<file path="src/rtl/sfw_pkg.sv">
// Shared constants and types of the serial port block.
// Assumes one system clock; every slower rate is a tick enable.
// Notes on behaviour
// [RULE_01] Address-mark character MSB one clears sleep
// [RULE_02] Three requests: transmit, receive, errors
// [RULE_03] Eight separate masks; flags always pollable
// [RULE_04] Transmit request while buffer empty and enabled
// [RULE_05] Complete only when idle, queue empty, line high
// [RULE_06] Transmit request while complete flag and enabled
// [RULE_07] Full flag cleared by status then data read
// [RULE_08] Idle flag cleared by same two reads
// [RULE_09] Idle rearms only after a new received character
// [RULE_10] Error flags set together with full flag
// [RULE_11] Character into full buffer: overrun, discarded
// [RULE_12] Nine-bit mode adds ninth bit both ways
// [RULE_13] Stored transmit ninth bit travels, persists
// [RULE_14] Software writes ninth bit before data
// [RULE_15] Stops halt clocks; deep stops lose state
// [RULE_16] Source select picks loop or single-wire
// [RULE_17] Loop mode feeds transmitter into receiver
// [RULE_18] Single-wire receiver listens on transmit pin
// [RULE_19] Direction bit: pin input or driven output
// [RULE_20] Single-wire receiver hears own transmissions
// [RULE_21] Sleep suppresses receive flags until wakeup
// [RULE_22] Frame: low start, data LSB first, high stop
package sfw_pkg;
  localparam int BAUD_DIV_DEF = 16;
  localparam int DATA_W = 9;
  localparam int TXQ_DEPTH = 4;
  localparam logic [3:0] PH_S1 = 4'h7;
  localparam logic [3:0] PH_S3 = 4'h9;
  localparam logic [3:0] PH_LAST = 4'hF;
  localparam logic [3:0] BITS_8 = 4'hA;
  localparam logic [3:0] BITS_9 = 4'hB;
  localparam int ERR_OR = 0;
  localparam int ERR_NF = 1;
  localparam int ERR_FE = 2;
  localparam int ERR_PF = 3;
  localparam logic [7:0] OUT_RST = 8'hC6;

  typedef enum logic [1:0] {
    STOP_RUN = 2'b00,
    STOP_LIGHT = 2'b01,
    STOP_DEEP = 2'b10,
    STOP_DEEPEST = 2'b11
  } sfw_stop_t;

  typedef enum logic {
    RX_HUNT = 1'b0,
    RX_FRAME = 1'b1
  } sfw_rx_st_t;

  typedef struct packed {
    logic busy;
    logic [10:0] sh;
    logic [3:0] cnt;
    logic [3:0] ph;
    logic ninth;
  } sfw_tx_t;

  typedef struct packed {
    sfw_rx_st_t st;
    logic [3:0] ph;
    logic [3:0] idx;
    logic [8:0] sh;
    logic [1:0] smp;
    logic noise;
    logic prev;
    logic [3:0] ip;
    logic [3:0] ic;
  } sfw_rx_t;

  typedef struct packed {
    logic rx_buffer_full;
    logic idle;
    logic [3:0] err;
    logic [8:0] data;
    logic asleep;
    logic armed;
    logic seen_rx_buffer_full;
    logic seen_idle;
    logic seen_err;
  } sfw_flag_t;

  // Order fixes OUT_RST: tbe tc irq_tx irq_rx irq_err pin_o pin_oe rx_rel
  typedef struct packed {
    logic tbe;
    logic tc;
    logic irq_tx;
    logic irq_rx;
    logic irq_err;
    logic pin_o;
    logic pin_oe;
    logic rx_rel;
  } sfw_out_t;
endpackage

</file>
<file path="src/rtl/sfw_serial_port.sv">
// Serial port core: transmit queue, transmitter, receiver, flags, pins.
// Assumes control strobes come from logic on CLK_SYS; pins are async.
`timescale 1ns/1ns
`default_nettype none
module sfw_serial_port #(
  parameter int BAUD_DIV = sfw_pkg::BAUD_DIV_DEF
) (
  input wire logic CLK_SYS,
  input wire logic RESET,
  input wire sfw_pkg::sfw_stop_t STOP_MODE,
  input wire logic TX_ENABLE,
  input wire logic RX_ENABLE,
  input wire logic NINE_BIT_MODE,
  input wire logic PARITY_ENABLE,
  input wire logic PARITY_ODD,
  input wire logic WAKE_ADDR_MARK,
  input wire logic LOOPBACK_ENABLE,
  input wire logic RECEIVER_SOURCE_SELECT,
  input wire logic SINGLE_WIRE_TX_DIRECTION,
  input wire logic TX_BUFFER_IRQ_ENABLE,
  input wire logic TX_COMPLETE_IRQ_ENABLE,
  input wire logic RX_FULL_IRQ_ENABLE,
  input wire logic IDLE_IRQ_ENABLE,
  input wire logic [3:0] ERROR_IRQ_ENABLE,
  input wire logic DATA_WR,
  input wire logic [7:0] DATA_WR_VALUE,
  input wire logic TX_NINTH_BIT_WR,
  input wire logic TX_NINTH_BIT_VALUE,
  input wire logic STATUS_RD,
  input wire logic DATA_RD,
  input wire logic SLEEP_SET,
  input wire logic RX_PIN,
  input wire logic TX_PIN_I,
  output logic TX_PIN_O,
  output logic TX_PIN_OE,
  output logic RX_PIN_RELEASED,
  output logic TX_BUFFER_EMPTY,
  output logic TX_COMPLETE,
  output logic RX_BUFFER_FULL,
  output logic IDLE_LINE,
  output logic OVERRUN,
  output logic NOISE_DETECTED,
  output logic FRAMING_ERROR,
  output logic PARITY_ERROR,
  output logic RECEIVER_ASLEEP,
  output logic [7:0] RX_DATA,
  output logic RX_NINTH_BIT,
  output logic TX_NINTH_BIT,
  output logic IRQ_TX,
  output logic IRQ_RX,
  output logic IRQ_ERR
);
  import sfw_pkg::*;

  ////////////////////////////////////////////////////////////////////
  // Stop modes and 16x tick
  logic run, wipe, tick;
  logic [15:0] div_q, div_d;
  sfw_tx_t tx_q, tx_d;
  sfw_rx_t rx_q, rx_d;
  sfw_flag_t fl_q, fl_d;
  sfw_out_t out_q, out_d;
  logic rx_s1_q, rx_s2_q, txi_s1_q, txi_s2_q;
  logic q_valid, q_ready, q_pop, q_push;
  logic [DATA_W-1:0] q_data;
  logic loop, single, rx_in, tx_line;
  logic [3:0] flen;
  logic done, idle_evt, noisy, maj, msb, pf_bit, par;
  logic [2:0] smp;
  logic [8:0] word;

  // Clocks stand still in any stop; deep stops also forget everything
  assign run = (STOP_MODE == STOP_RUN); // see [RULE_15]
  assign wipe = (STOP_MODE == STOP_DEEP) || (STOP_MODE == STOP_DEEPEST); // see [RULE_15]
  assign flen = NINE_BIT_MODE ? BITS_9 : BITS_8; // see [RULE_12]

  always_comb begin
    tick = (div_q == 16'(BAUD_DIV - 1));
    div_d = tick ? '0 : div_q + 16'h0001;
  end

  always_ff @(posedge CLK_SYS or posedge RESET) begin
    if (RESET) begin
      div_q <= '0;
      rx_s1_q <= 1'b1;
      rx_s2_q <= 1'b1;
      txi_s1_q <= 1'b1;
      txi_s2_q <= 1'b1;
    end else begin
      if (wipe) begin
        div_q <= '0;
      end else if (run) begin
        div_q <= div_d;
      end
      rx_s1_q <= RX_PIN;
      rx_s2_q <= rx_s1_q;
      txi_s1_q <= TX_PIN_I;
      txi_s2_q <= txi_s1_q;
    end
  end

  ////////////////////////////////////////////////////////////////////
  // Transmit queue; the ninth bit is queued with its byte
  assign q_push = DATA_WR && run;

  sfw_fifo #(.WIDTH(DATA_W), .DEPTH(TXQ_DEPTH)) u_txq (
    .clk(CLK_SYS),
    .rst(RESET),
    .clr(wipe),
    .en(run),
    .in_valid(q_push),
    .in_data({(TX_NINTH_BIT_WR ? TX_NINTH_BIT_VALUE : tx_q.ninth), DATA_WR_VALUE}), // see [RULE_14]
    .in_ready(q_ready),
    .out_valid(q_valid),
    .out_data(q_data),
    .out_ready(q_pop)
  );

  ////////////////////////////////////////////////////////////////////
  // Transmitter
  assign tx_line = !tx_q.busy || tx_q.sh[0];

  always_comb begin
    tx_d = tx_q;
    q_pop = 1'b0;
    par = PARITY_ODD ^ (NINE_BIT_MODE ? ^q_data[7:0] : ^q_data[6:0]);
    if (TX_NINTH_BIT_WR) begin
      tx_d.ninth = TX_NINTH_BIT_VALUE; // see [RULE_13]
    end
    if (tick) begin
      if (!tx_q.busy) begin
        if (q_valid && TX_ENABLE) begin
          q_pop = 1'b1;
          tx_d.busy = 1'b1;
          tx_d.ph = '0;
          tx_d.cnt = flen;
          // Parity replaces the top data bit when enabled
          if (NINE_BIT_MODE) begin
            tx_d.sh = {1'b1, (PARITY_ENABLE ? par : q_data[8]), q_data[7:0], 1'b0}; // see [RULE_22]
          end else begin
            tx_d.sh = {2'b11, (PARITY_ENABLE ? par : q_data[7]), q_data[6:0], 1'b0}; // see [RULE_22]
          end
        end
      end else begin
        tx_d.ph = tx_q.ph + 4'h1;
        if (tx_q.ph == PH_LAST) begin
          tx_d.sh = {1'b1, tx_q.sh[10:1]};
          tx_d.cnt = tx_q.cnt - 4'h1;
          tx_d.busy = (tx_q.cnt != 4'h1);
        end
      end
    end
  end

  always_ff @(posedge CLK_SYS or posedge RESET) begin
    if (RESET) begin
      tx_q <= '0;
    end else if (wipe) begin
      tx_q <= '0;
    end else if (run) begin
      tx_q <= tx_d;
    end
  end

  ////////////////////////////////////////////////////////////////////
  // Receiver source and frame sampler
  assign loop = LOOPBACK_ENABLE;
  assign single = LOOPBACK_ENABLE && RECEIVER_SOURCE_SELECT; // see [RULE_16]

  always_comb begin
    if (!loop) begin
      rx_in = rx_s2_q;
    end else if (!single || SINGLE_WIRE_TX_DIRECTION) begin
      rx_in = tx_line; // see [RULE_17] see [RULE_20]
    end else begin
      rx_in = txi_s2_q; // see [RULE_18] see [RULE_19]
    end
  end

  always_comb begin
    rx_d = rx_q;
    done = 1'b0;
    idle_evt = 1'b0;
    smp = {rx_q.smp, rx_in};
    maj = (smp[0] & smp[1]) | (smp[0] & smp[2]) | (smp[1] & smp[2]);
    noisy = !(&smp) && (|smp);
    word = NINE_BIT_MODE ? rx_q.sh : {1'b0, rx_q.sh[8:1]};
    msb = rx_q.sh[8];
    pf_bit = PARITY_ENABLE && ((^word) != PARITY_ODD);
    if (tick) begin
      rx_d.prev = rx_in;
      case (rx_q.st)
        RX_HUNT: begin
          if (rx_q.prev && !rx_in && RX_ENABLE) begin
            rx_d.st = RX_FRAME;
            rx_d.ph = '0;
            rx_d.idx = '0;
            rx_d.noise = 1'b0;
            rx_d.ip = '0;
            rx_d.ic = '0;
          end else if (!rx_in) begin
            rx_d.ip = '0;
            rx_d.ic = '0;
          end else begin
            // Counts one character time of marking line, once only
            rx_d.ip = rx_q.ip + 4'h1;
            if (rx_q.ip == PH_LAST && rx_q.ic < flen) begin
              rx_d.ic = rx_q.ic + 4'h1;
              idle_evt = (rx_q.ic == flen - 4'h1);
            end
          end
        end
        RX_FRAME: begin
          rx_d.ph = rx_q.ph + 4'h1;
          if (rx_q.ph >= PH_S1 && rx_q.ph <= PH_S3) begin
            rx_d.smp = smp[1:0];
          end
          if (rx_q.ph == PH_S3) begin
            rx_d.noise = rx_q.noise | noisy;
            if (rx_q.idx == '0 && maj) begin
              rx_d.st = RX_HUNT;
            end else if (rx_q.idx == flen - 4'h1) begin
              done = 1'b1; // see [RULE_22]
              rx_d.st = RX_HUNT;
            end else begin
              if (rx_q.idx != '0) begin
                rx_d.sh = {maj, rx_q.sh[8:1]};
              end
              rx_d.idx = rx_q.idx + 4'h1;
            end
          end
        end
        default: rx_d.st = RX_HUNT;
      endcase
    end
  end

  always_ff @(posedge CLK_SYS or posedge RESET) begin
    if (RESET) begin
      rx_q <= '0;
    end else if (wipe) begin
      rx_q <= '0;
    end else if (run) begin
      rx_q <= rx_d;
    end
  end

  ////////////////////////////////////////////////////////////////////
  // Status flags, sleep and read-sequence clearing
  logic active, room, clr_rx_buffer_full, clr_idle, clr_err;

  always_comb begin
    fl_d = fl_q;
    // Waking address character is itself received
    active = !fl_q.asleep || (WAKE_ADDR_MARK && msb); // see [RULE_21]
    clr_rx_buffer_full = DATA_RD && fl_q.seen_rx_buffer_full; // see [RULE_07]
    clr_idle = DATA_RD && fl_q.seen_idle; // see [RULE_08]
    clr_err = DATA_RD && fl_q.seen_err;
    room = !fl_q.rx_buffer_full || clr_rx_buffer_full;
    if (STATUS_RD) begin
      fl_d.seen_rx_buffer_full = fl_q.rx_buffer_full;
      fl_d.seen_idle = fl_q.idle;
      fl_d.seen_err = |fl_q.err;
    end else if (DATA_RD) begin
      fl_d.seen_rx_buffer_full = 1'b0;
      fl_d.seen_idle = 1'b0;
      fl_d.seen_err = 1'b0;
    end
    if (clr_rx_buffer_full) begin
      fl_d.rx_buffer_full = 1'b0;
    end
    if (clr_idle) begin
      fl_d.idle = 1'b0;
    end
    if (clr_err) begin
      fl_d.err = '0;
    end
    // Sets follow the clears so a same-cycle event wins
    if (done && active && room) begin
      fl_d.rx_buffer_full = 1'b1;
      fl_d.data = word; // see [RULE_12]
      fl_d.err[ERR_NF] = fl_q.err[ERR_NF] && !clr_err || rx_q.noise || noisy; // see [RULE_10]
      fl_d.err[ERR_FE] = fl_q.err[ERR_FE] && !clr_err || !maj; // see [RULE_10]
      fl_d.err[ERR_PF] = fl_q.err[ERR_PF] && !clr_err || pf_bit; // see [RULE_10]
      fl_d.armed = 1'b1; // see [RULE_09]
    end else if (done && active) begin
      fl_d.err[ERR_OR] = 1'b1; // see [RULE_11]
    end
    if (idle_evt && fl_q.armed && !fl_q.asleep) begin
      fl_d.idle = 1'b1;
      fl_d.armed = 1'b0; // see [RULE_09]
    end
    if (SLEEP_SET) begin
      fl_d.asleep = 1'b1;
    end
    if (WAKE_ADDR_MARK ? (done && msb) : idle_evt) begin
      fl_d.asleep = 1'b0; // see [RULE_01] see [RULE_21]
    end
  end

  always_ff @(posedge CLK_SYS or posedge RESET) begin
    if (RESET) begin
      fl_q <= '0;
    end else if (wipe) begin
      fl_q <= '0;
    end else if (run) begin
      fl_q <= fl_d;
    end
  end

  ////////////////////////////////////////////////////////////////////
  // Requests and pins; requests are levels that follow the flags
  always_comb begin
    out_d.tbe = q_ready; // see [RULE_04]
    out_d.tc = !tx_q.busy && !q_valid && tx_line; // see [RULE_05]
    out_d.irq_tx = (out_q.tbe && TX_BUFFER_IRQ_ENABLE) ||
                   (out_q.tc && TX_COMPLETE_IRQ_ENABLE); // see [RULE_02] see [RULE_04] see [RULE_06]
    out_d.irq_rx = (fl_q.rx_buffer_full && RX_FULL_IRQ_ENABLE) ||
                   (fl_q.idle && IDLE_IRQ_ENABLE); // see [RULE_02] see [RULE_03]
    out_d.irq_err = |(fl_q.err & ERROR_IRQ_ENABLE); // see [RULE_02] see [RULE_03]
    out_d.pin_o = tx_line;
    out_d.pin_oe = !(single && !SINGLE_WIRE_TX_DIRECTION); // see [RULE_19]
    out_d.rx_rel = loop; // see [RULE_17] see [RULE_18]
  end

  always_ff @(posedge CLK_SYS or posedge RESET) begin
    if (RESET) begin
      out_q <= OUT_RST;
    end else if (wipe) begin
      out_q <= OUT_RST;
    end else if (run) begin
      out_q <= out_d;
    end
  end

  assign TX_PIN_O = out_q.pin_o;
  assign TX_PIN_OE = out_q.pin_oe;
  assign RX_PIN_RELEASED = out_q.rx_rel;
  assign TX_BUFFER_EMPTY = out_q.tbe;
  assign TX_COMPLETE = out_q.tc;
  assign IRQ_TX = out_q.irq_tx;
  assign IRQ_RX = out_q.irq_rx;
  assign IRQ_ERR = out_q.irq_err;
  assign RX_BUFFER_FULL = fl_q.rx_buffer_full;
  assign IDLE_LINE = fl_q.idle;
  assign OVERRUN = fl_q.err[ERR_OR];
  assign NOISE_DETECTED = fl_q.err[ERR_NF];
  assign FRAMING_ERROR = fl_q.err[ERR_FE];
  assign PARITY_ERROR = fl_q.err[ERR_PF];
  assign RECEIVER_ASLEEP = fl_q.asleep;
  assign RX_DATA = fl_q.data[7:0];
  assign RX_NINTH_BIT = fl_q.data[8];
  assign TX_NINTH_BIT = tx_q.ninth;
endmodule
`default_nettype wire

</file>
<file path="src/rtl/sfw_fifo.sv">
// Small valid/ready FIFO used as the transmit queue.
// Assumes clear and enable come from the same clock domain.
`timescale 1ns/1ns
`default_nettype none
module sfw_fifo #(
  parameter int WIDTH = 9,
  parameter int DEPTH = 4
) (
  input wire logic clk,
  input wire logic rst,
  input wire logic clr,
  input wire logic en,
  input wire logic in_valid,
  input wire logic [WIDTH-1:0] in_data,
  output logic in_ready,
  output logic out_valid,
  output logic [WIDTH-1:0] out_data,
  input wire logic out_ready
);
  localparam int AW = (DEPTH > 1) ? $clog2(DEPTH) : 1;
  localparam logic [AW:0] FULL = (AW + 1)'(DEPTH);
  localparam logic [AW-1:0] LAST = AW'(DEPTH - 1);
  logic [WIDTH-1:0] mem [DEPTH];
  logic [AW-1:0] wr_q, wr_d, rd_q, rd_d;
  logic [AW:0] cnt_q, cnt_d;
  logic push, pop;

  assign in_ready = (cnt_q != FULL);
  assign out_valid = (cnt_q != '0);
  assign out_data = mem[rd_q];

  always_comb begin
    push = en && in_valid && in_ready;
    pop = en && out_valid && out_ready;
    wr_d = push ? ((wr_q == LAST) ? '0 : wr_q + 1'b1) : wr_q;
    rd_d = pop ? ((rd_q == LAST) ? '0 : rd_q + 1'b1) : rd_q;
    cnt_d = cnt_q;
    if (push && !pop) begin
      cnt_d = cnt_q + 1'b1;
    end else if (pop && !push) begin
      cnt_d = cnt_q - 1'b1;
    end
  end

  always_ff @(posedge clk or posedge rst) begin
    if (rst) begin
      wr_q <= '0;
      rd_q <= '0;
      cnt_q <= '0;
    end else if (clr) begin
      wr_q <= '0;
      rd_q <= '0;
      cnt_q <= '0;
    end else begin
      wr_q <= wr_d;
      rd_q <= rd_d;
      cnt_q <= cnt_d;
    end
  end

  always_ff @(posedge clk) begin
    if (push) begin
      mem[wr_q] <= in_data;
    end
  end
endmodule
`default_nettype wire

</file>
<file path="config.mk">
export PLATFORM = sky130hd
export DESIGN_NAME = sfw_serial_port
export DESIGN_NICKNAME = d
export VERILOG_FILES = /design/src/rtl/sfw_pkg.sv /design/src/rtl/sfw_serial_port.sv /design/src/rtl/sfw_fifo.sv
export SDC_FILE = /design/constraint.sdc
export NUM_CORES = 1
export LEC_CHECK = 0
export ABC_CLOCK_PERIOD_IN_PS = 5700
export BUFFER_PORTS_ARGS = -buffer_cell sky130_fd_sc_hd__buf_2
export CORE_AREA = 2 2 131 229
export DETAILED_ROUTE_END_ITERATION = 8
export DIE_AREA = 0 0 133 231
export HOLD_SLACK_MARGIN = 0.05
export PLACE_DENSITY = 0.4
export SETUP_SLACK_MARGIN = 0.15
export SLEW_MARGIN = 20
export SYNTH_ARGS = -nofsm -noshare
export SYNTH_HDL_FRONTEND = slang
export SYNTH_SLANG_ARGS = --single-unit
</file>
<file path="constraint.sdc">
create_clock -name CLK_SYS -period 5.7 [get_ports CLK_SYS]
set_input_delay 0.285 -clock CLK_SYS [delete_from_list [all_inputs] [get_ports CLK_SYS]]
set_output_delay 0.285 -clock CLK_SYS [all_outputs]
set_load 0.005 [all_outputs]
</file>
==> impl_metrics.yaml, run 1 <==
routing:
  avgRoutedWirePerCell_um: 16.9
  finalWirelength_mm: 18.7
  drt-vias-per-instance: 4.62
  drt_pass1_iterations: 4
  num_vias: 5108
  drc: 0
  drtAntennaViolNets: 0
  initialDrtViolationCount: 270
clocking:
  tritoncts.num_buffers: 17
  cts.path.max_buffers: 2
  tritoncts: "yes"
  clock_sink_count: 142
  worstSkewPairLatency_ns: 0.44
  clock_pin_transition_on_the_worst_setup_and_hold_timing_paths_ns: 0.06
  number_of_h_tree_branching_levels: 4
  post_cts_resized: 0
  clock_tree.root_cell: "sky130_fd_sc_hd__clkbuf_16"
critical_path:
  cp-start-kind: "flop"
  ff2ff_path_depth: 8
  ws_path_type: "flop to flop"
  setup.reg_to_reg.worst_slack_ns: 2.79
  worst_r2r_endpoint: "u_txq.cnt_q[2]"
  largest_fanout_on_the_critical_path: 6
  worstSetupEndpoint: "u_txq.cnt_q[2]"
  startpoint: "div_q[4]"
  worstReg2RegStart: "div_q[4]"
  worstSetupEndpointType: "flop"
  cp_data_required_time_ns: 6.06
  worst_path_arrival_time_ns: 3.27
floorplan:
  placement_rows: 83
  core_um2: 29000
  die_area_um2: 30700
  initial_core_util: 0.247
  die_x_um: 133
  io_pins: 62
  die_h_um: 231
finish:
  post_route_cells_drive_above_1_share: 0.167
  synthToLayoutAreaGrowth_pct: 18.8
  finish.net_count: 766
  fill_cells: 2976
  diodes: 0
sta:
  timing.final.crit_share: 0.511
  hold_viol_final: 0
  rsz0062_at_grt: "no"
  timing.hold.ws_ns: 0.165
  post-route-min-period_ns: 2.91
  fmax_mhz: 344
  finalSetupViolCount: 0
  worst_pin_slew_ns: 0.872
  timing.final.max_slew_violations: 0
  setup_tns_ns: 0
  fin_worst_skew_ns: 0.0101
  maxSlewHeadroom: 0.414
synth:
  post_synth_inst_count: 647
  post_synth_num_cell_types: 74
  postSynth.topFlopCell: "sky130_fd_sc_hd__dfrtp_1"
  synthesis.yosys.warnings: 0
  ys_seq_area_frac: 0.524
  synth_nets: 703
  syn_area_per_cell_um2: 11.0
  post_synth_edffs: 36
  synthArstFlopShare: 0.746
  syn_area_um2: 7150
  ys_seq_elements: 142
power:
  netSwitchingFraction: 0.231
  cellInternalPower_mw: 1.84
  comb_power_share: 0.057
  power.sequential.fraction: 0.446
  peakVddDrop_v: 0.000240
  total_leakage_power_nw: 3.43
  total_switching_power_uw: 553
  powerDensity_nw_per_um2: 282
  share_clk_of_total_power: 0.497
job:
  max_cap_violations: 0
placement:
  gp_congestion: 0.823
  place.port_buffers: 61
  dp_hpwl_mm: 13.3
global_route:
  grt_pass1_wl_mm: 30.0
  global_route.overflow_total: 0
  via_count_of_the_first_global_routing_pass: 5389
  grt_util_all_layers: 0.128
  grt_start_max_net_pins: 78
  antenna_found_initial: 0
status:
  run_status: "finished, final reports clean"
min_path:
  min-delay-path-class: "primary input to flop"
[layout make-up]
type | count | area, um^2 | share of cell area
flip-flops and latches | 142 | 3740 | 0.441
well taps | 382 | 478 | 0.0563
clock inverters | 14 | 189 | 0.0223
repair buffers | 77 | 453 | 0.0534
inverters | 22 | 85.1 | 0.0100
multi-input cells | 450 | 3110 | 0.366
clock buffers | 18 | 429 | 0.0506
[kinds of logic (layout without fill, tap and decap cells)]
| family | after synthesis | after routing | share of synthesized area |
|---|---|---|---|
| xor+xnor | 34 | 34 | 0.0417 |
| compound gates | 138 | 138 | 0.135 |
| mux | 26 | 26 | 0.0569 |
| fa+ha+maj | 20 | 20 | 0.0357 |
| buf+inv | 55 | 131 | 0.0410 |
| flops | 142 | 142 | 0.524 |
| simple gates | 232 | 232 | 0.166 |
[power by group through the flow]
| stage | clock (mW) | combinational, mW | sequential [mW] |
|---|---|---|---|
| after floorplan | 0 | 0.0816 | 1.08 |
| after global placement | 0 | 0.133 | 1.09 |
| after detailed placement | 0 | 0.135 | 1.09 |
| after CTS | 1.23 | 0.141 | 1.07 |
| after global routing | 1.27 | 0.153 | 1.07 |
| final | 1.19 | 0.136 | 1.07 |
[layout by cell type (no fill, tap or decap), drive strengths merged, types with 6 or more instances in the layout]
cell,netlist,routed
nand3,24,24
mux2i,14,14
nor2,61,61
dfrtp,98,98
a22o,10,10
edfxtp,36,36
nand4,8,8
mux4,9,9
nand2,61,61
a22oi,13,13
clkbuf,17,18
inv,21,24
o21ai,32,32
buf,16,66
o2bb2ai,8,8
ha,18,18
and2,8,8
nor3,10,10
nand2b,16,16
xnor2,21,21
nor2b,6,6
nand3b,6,6
dlygate4sd3,0,11
o31ai,6,6
dfstp,8,8
a21oi,34,34
xor2,13,13
[timing repair]
| action | CTS | global route |
|---|---|---|
| buffers inserted | 0 | 0 |
| hold endpoints to repair | 77 | 0 |
| endpoints found under the setup margin | 0 | 0 |
| hold buffers | 11 | 0 |
[state kept, by name (all words and copies together) (netlist names), 2 cells and up]
signal	cells
u_txq.mem	36
tx_q	20
rx_q	29
u_txq.wr_q	2
u_txq.rd_q	2
fl_q	4
u_txq.cnt_q	3
RX_DATA	8
div_q	16
[synth_stat cells (4+ instances only)]
library cell	count	share of area
sky130_fd_sc_hd__a21o_1	4	0.0042
sky130_fd_sc_hd__a21oi_1	33	0.023
sky130_fd_sc_hd__a22o_1	9	0.011
sky130_fd_sc_hd__a22oi_1	13	0.014
sky130_fd_sc_hd__a31oi_1	4	0.0035
sky130_fd_sc_hd__and2_1	8	0.0070
sky130_fd_sc_hd__and3_1	5	0.0044
sky130_fd_sc_hd__and4_1	4	0.0049
sky130_fd_sc_hd__buf_4	10	0.011
sky130_fd_sc_hd__clkbuf_1	14	0.0074
sky130_fd_sc_hd__dfrtp_1	98	0.34
sky130_fd_sc_hd__dfstp_2	8	0.029
sky130_fd_sc_hd__edfxtp_1	36	0.15
sky130_fd_sc_hd__ha_1	18	0.032
sky130_fd_sc_hd__inv_1	21	0.011
sky130_fd_sc_hd__mux2i_1	14	0.020
sky130_fd_sc_hd__mux4_1	8	0.029
sky130_fd_sc_hd__nand2_1	61	0.032
sky130_fd_sc_hd__nand2b_1	16	0.014
sky130_fd_sc_hd__nand3_1	23	0.016
sky130_fd_sc_hd__nand3b_1	6	0.0063
sky130_fd_sc_hd__nand4_1	7	0.0061
sky130_fd_sc_hd__nor2_1	59	0.031
sky130_fd_sc_hd__nor2b_1	6	0.0053
sky130_fd_sc_hd__nor3_1	10	0.0070
sky130_fd_sc_hd__nor3b_1	4	0.0042
sky130_fd_sc_hd__o21ai_0	30	0.021
sky130_fd_sc_hd__o2bb2ai_1	8	0.0098
sky130_fd_sc_hd__o31ai_1	6	0.0063
sky130_fd_sc_hd__or3_1	5	0.0044
sky130_fd_sc_hd__xnor2_1	21	0.026
sky130_fd_sc_hd__xor2_1	13	0.016
[through the flow]
stage               power, mW  instances  instance area, um^2  setup WS (ns)   util
floorplan                1.17        647                 7150           2.64      -
global placement         1.22       1062                 7760           2.69  0.268
detailed placement       1.22       1062                 7760           2.68  0.268
CTS                      2.44       1105                 8490           2.74  0.293
global route             2.49       1105                 8490           2.54  0.293
finish                   2.39       1105                 8490           2.79  0.293
[worst min path at each step]
| stage | start | to | depth (start not counted) |
|---|---|---|---|
| final | LOOPBACK_ENABLE | RX_PIN_RELEASED | 3 |
| after global routing | LOOPBACK_ENABLE | RX_PIN_RELEASED | 3 |
| after CTS | LOOPBACK_ENABLE | RX_PIN_RELEASED | 3 |
| after detailed placement | rx_s1_q | rx_s2_q | 0 |
| after global placement | txi_s1_q | txi_s2_q | 0 |
| after floorplan | RX_PIN | rx_s1_q | 0 |
[critical path, stage by stage, from the launching register on]
cell and delay [ns]:
sky130_fd_sc_hd__dfrtp_1 0.44, sky130_fd_sc_hd__nor4_2 0.42, sky130_fd_sc_hd__and4_1 0.41, sky130_fd_sc_hd__nand4_1 0.24, sky130_fd_sc_hd__ha_1 0.33, sky130_fd_sc_hd__fa_1 0.39
sky130_fd_sc_hd__xnor2_1 0.14, sky130_fd_sc_hd__or3_1 0.31, sky130_fd_sc_hd__a21oi_1 0.15
[per-layer routing]
metal,vias up,GRT usage,part of all wire
met4,0,0.0601,0.031
met1,2555,0.134,0.39
met3,24,0.0279,0.021
met5,-,0,0
met2,72,0.240,0.56
li1,2457,-,-
Note: power is estimated with default switching activity, not from simulation.
==> inputs of run 2 (changes only) <==
--- a/config.mk
+++ b/config.mk
@@ -5,11 +5,12 @@
 export SDC_FILE = /design/constraint.sdc
 export NUM_CORES = 1
 export LEC_CHECK = 0
-export ABC_CLOCK_PERIOD_IN_PS = 5700
+export ABC_AREA = 1
+export ABC_CLOCK_PERIOD_IN_PS = 2800
 export BUFFER_PORTS_ARGS = -buffer_cell sky130_fd_sc_hd__buf_2
-export CORE_AREA = 2 2 131 229
+export CORE_AREA = 2 2 133 233
 export DETAILED_ROUTE_END_ITERATION = 8
-export DIE_AREA = 0 0 133 231
+export DIE_AREA = 0 0 135 235
 export HOLD_SLACK_MARGIN = 0.05
 export PLACE_DENSITY = 0.4
 export SETUP_SLACK_MARGIN = 0.15
==> constraint.sdc (replaced) <==
create_clock -name CLK_SYS -period 2.8 [get_ports CLK_SYS]
set_input_delay 0.14 -clock CLK_SYS [delete_from_list [all_inputs] [get_ports CLK_SYS]]
set_output_delay 0.14 -clock CLK_SYS [all_outputs]
set_load 0.005 [all_outputs]
==> run 2 against run 1 <==
Global-route usage rose by 1.2 points. Maximum frequency rose by 22%. Register-to-register slack lost 2.4 ns. Critical path depth increased by 1. Largest power group unchanged.
==> impl_metrics.yaml, run 2 <==
routing:
  drtAntennaViolNets: 0
  avgRoutedWirePerCell_um: 15.7
  finalWirelength_mm: 21.1
  drt_pass1_iterations: 4
  drc: 0
  num_vias: 6030
  initialDrtViolationCount: 269
  drt-vias-per-instance: 4.48
finish:
  layout.area.seq_um2: 3740
  diodes: 0
  finish.net_count: 1003
  synthToLayoutAreaGrowth_pct: 21.8
  final_cell_mix: "sky130_fd_sc_hd__nand2_1, sky130_fd_sc_hd__inv_1, sky130_fd_sc_hd__dfrtp_1"
  layout.cells.most_common: "sky130_fd_sc_hd__nand2_1"
  post_route_cells_drive_above_1_share: 0.155
  final_core_utilization: 0.301
  largest_reg_flops: 36
  registers.top_by_ff_count: "u_txq.mem"
  area_taken_by_multi_input_logic_gates_um2: 3030
  biggestRegsByFlops: "u_txq.mem (36), rx_q (29), tx_q (20)"
  fill_cells: 3264
power:
  p_total_mw: 5.25
  total_leakage_power_nw: 4.06
  comb_power_share: 0.102
  power.sequential.fraction: 0.428
  total_switching_power_mw: 1.34
  share_clk_of_total_power: 0.470
  peakVddDrop_v: 0.000418
  netSwitchingFraction: 0.255
  powerDensity_nw_per_um2: 585
  cellInternalPower_mw: 3.91
clocking:
  tritoncts: "yes"
  clock_pin_transition_on_the_worst_setup_and_hold_timing_paths_ns: 0.07
  tritoncts.num_buffers: 17
  post-cts-setup-buffers: 0
  worstSkewPairLatency_ns: 0.44
  clock_tree.root_cell: "sky130_fd_sc_hd__clkbuf_16"
  number_of_h_tree_branching_levels: 4
  clock_sink_count: 142
  cts.path.max_buffers: 2
global_route:
  grt_start_max_net_pins: 47
  via_count_of_the_first_global_routing_pass: 6231
  antenna_found_initial: 0
  grt_pass1_wl_mm: 33.7
  grt_util_all_layers: 0.140
  global_route.overflow_total: 0
critical_path:
  worstPathCellList: "nor3_1, nor2_1, nand2_1, inv_1, nand3_1, ha_1, fa_1, xor2_1, o22ai_1"
  worstReg2RegStart: "u_txq.cnt_q[2]"
  cp_data_required_time_ns: 3.12
  worst_path_arrival_time_ns: 2.70
  largest_fanout_on_the_critical_path: 11
  worst_path_max_delay_cell: "sky130_fd_sc_hd__dfrtp_1"
  ws_path_type: "flop to flop"
  critical-path-max-stage-delay_ns: 0.38
  worst_r2r_endpoint: "u_txq.cnt_q[2]"
  worstSetupEndpointType: "flop"
  setup.reg_to_reg.worst_slack_ns: 0.42
  ff2ff_path_depth: 9
  cp-start-kind: "flop"
floorplan:
  placement_rows: 84
  die_area_um2: 31700
  core_um2: 29800
  die_h_um: 235
  io_pins: 62
  die_x_um: 135
  initial_core_util: 0.247
synth:
  synthesis.yosys.warnings: 0
  post_synth_edffs: 36
  synth.top_cells.by_count: "sky130_fd_sc_hd__nand2_1, sky130_fd_sc_hd__inv_1, sky130_fd_sc_hd__dfrtp_1"
  syn_area_per_cell_um2: 8.57
  synth_top_area_share: 0.333
  postSynth.topFlopCell: "sky130_fd_sc_hd__dfrtp_1"
  ys_seq_elements: 142
  synthArstFlopShare: 0.746
  post_synth_inst_count: 860
  ys_seq_area_frac: 0.508
  syn_area_um2: 7370
  cell_type_with_the_largest_total_area_after_synthesis: "sky130_fd_sc_hd__dfrtp_1"
  post_synth_num_cell_types: 53
  synth.most_common_cell: "sky130_fd_sc_hd__nand2_1"
  ys_top_cells_by_area: "sky130_fd_sc_hd__dfrtp_1, sky130_fd_sc_hd__edfxtp_1, sky130_fd_sc_hd__nand2_1, sky130_fd_sc_hd__inv_1, sky130_fd_sc_hd__nand3_1"
  synth_nets: 916
sta:
  timing.final.max_slew_violations: 0
  fin_worst_skew_ns: 0.0105
  maxSlewHeadroom: 0.460
  fmax_mhz: 420
  hold_viol_final: 0
  timing.final.crit_share: 0.851
  finalSetupViolCount: 0
  worst_pin_slew_ns: 0.809
  rsz0062_at_grt: "no"
  post-route-min-period_ns: 2.38
  setup_tns_ns: 0
min_path:
  timing.hold.worst.start: "ERROR_IRQ_ENABLE[0]"
  min_delay_worst_endpoint: "IRQ_ERR"
  min-delay-path-class: "primary input to flop"
  holdPathStages: 3
placement:
  gp_congestion: 0.773
  dp_hpwl_mm: 16.1
  place.port_buffers: 61
status:
  run_status: "finished, final reports clean"
job:
  max_cap_violations: 0
-- run 2: how the worst max path moves through the flow --
stage	start	end	cells past startpoint	slack, ns
4_1_cts	div_q[0]	rx_q[16]	9	0.32
3_5_place_dp	div_q[0]	rx_q[16]	9	0.34
6_report	u_txq.cnt_q[2]	u_txq.cnt_q[2]	9	0.42
2_1_floorplan	div_q[6]	u_txq.cnt_q[2]	10	0.87
3_3_place_gp	u_txq.cnt_q[2]	u_txq.cnt_q[2]	9	0.38
5_1_grt	u_txq.cnt_q[2]	u_txq.cnt_q[2]	9	0.18
-- run 2: cell type report --
type | instances | area share
Inverter | 118 | 0.0498
Clock inverter | 11 | 0.0170
Multi-Input combinational cell | 572 | 0.337
Tap cell | 387 | 0.0539
Sequential cell | 142 | 0.417
Clock buffer | 21 | 0.0542
Timing Repair Buffer | 96 | 0.0708
-- run 2: routing by layer --
metal / up-vias / GRT usage / share of wire
li1: 3019 / - / -
met1: 2902 / 0.147 / 0.39
met2: 80 / 0.265 / 0.56
met3: 29 / 0.0272 / 0.024
met4: 0 / 0.0609 / 0.028
met5: - / 0 / 0
-- run 2: per-stage QoR --
step	instances	hold WS [ns]	worst slack, ns	cell area, um^2
final	1347	0.0639	0.418	8980
after global routing	1347	0.0579	0.177	8980
after CTS	1347	0.0537	0.316	8970
after detailed placement	1298	0.252	0.340	8160
after global placement	1298	0.246	0.383	8160
after floorplan	860	0.144	0.870	7370
-- run 2: timing repair --
action                     CTS  global route
setup endpoints to repair    0             8
hold buffers                17             0
gates resized for setup      0             1
hold endpoints to repair    67             0
-- run 2: power groups by stage --
stage	sequential (mW)	clock [mW]	combinational, mW
2_1_floorplan	2.27	0	0.343
3_3_place_gp	2.29	0	0.527
3_5_place_dp	2.29	0	0.528
4_1_cts	2.25	2.55	0.549
5_1_grt	2.26	2.63	0.616
6_report	2.25	2.47	0.534
-- run 2: logic make-up (layout without fill, tap and decap cells) --
| family | count (synthesis) | after routing | synth area share |
|---|---|---|---|
| xor+xnor | 15 | 15 | 0.0178 |
| fa+ha+maj | 19 | 19 | 0.0333 |
| buf+inv | 146 | 246 | 0.0819 |
| compound gates | 149 | 149 | 0.123 |
| simple gates | 389 | 389 | 0.236 |
| flops | 142 | 142 | 0.508 |
-- run 2: critical path: cells and delay by family, from the launching register on --
| family | cells | cell delay [ns] |
|---|---|---|
| fa+ha+maj | 2 | 0.64 |
| simple gates | 4 | 0.63 |
| flops | 1 | 0.38 |
| buf+inv | 1 | 0.36 |
| xor+xnor | 1 | 0.17 |
| compound gates | 1 | 0.08 |
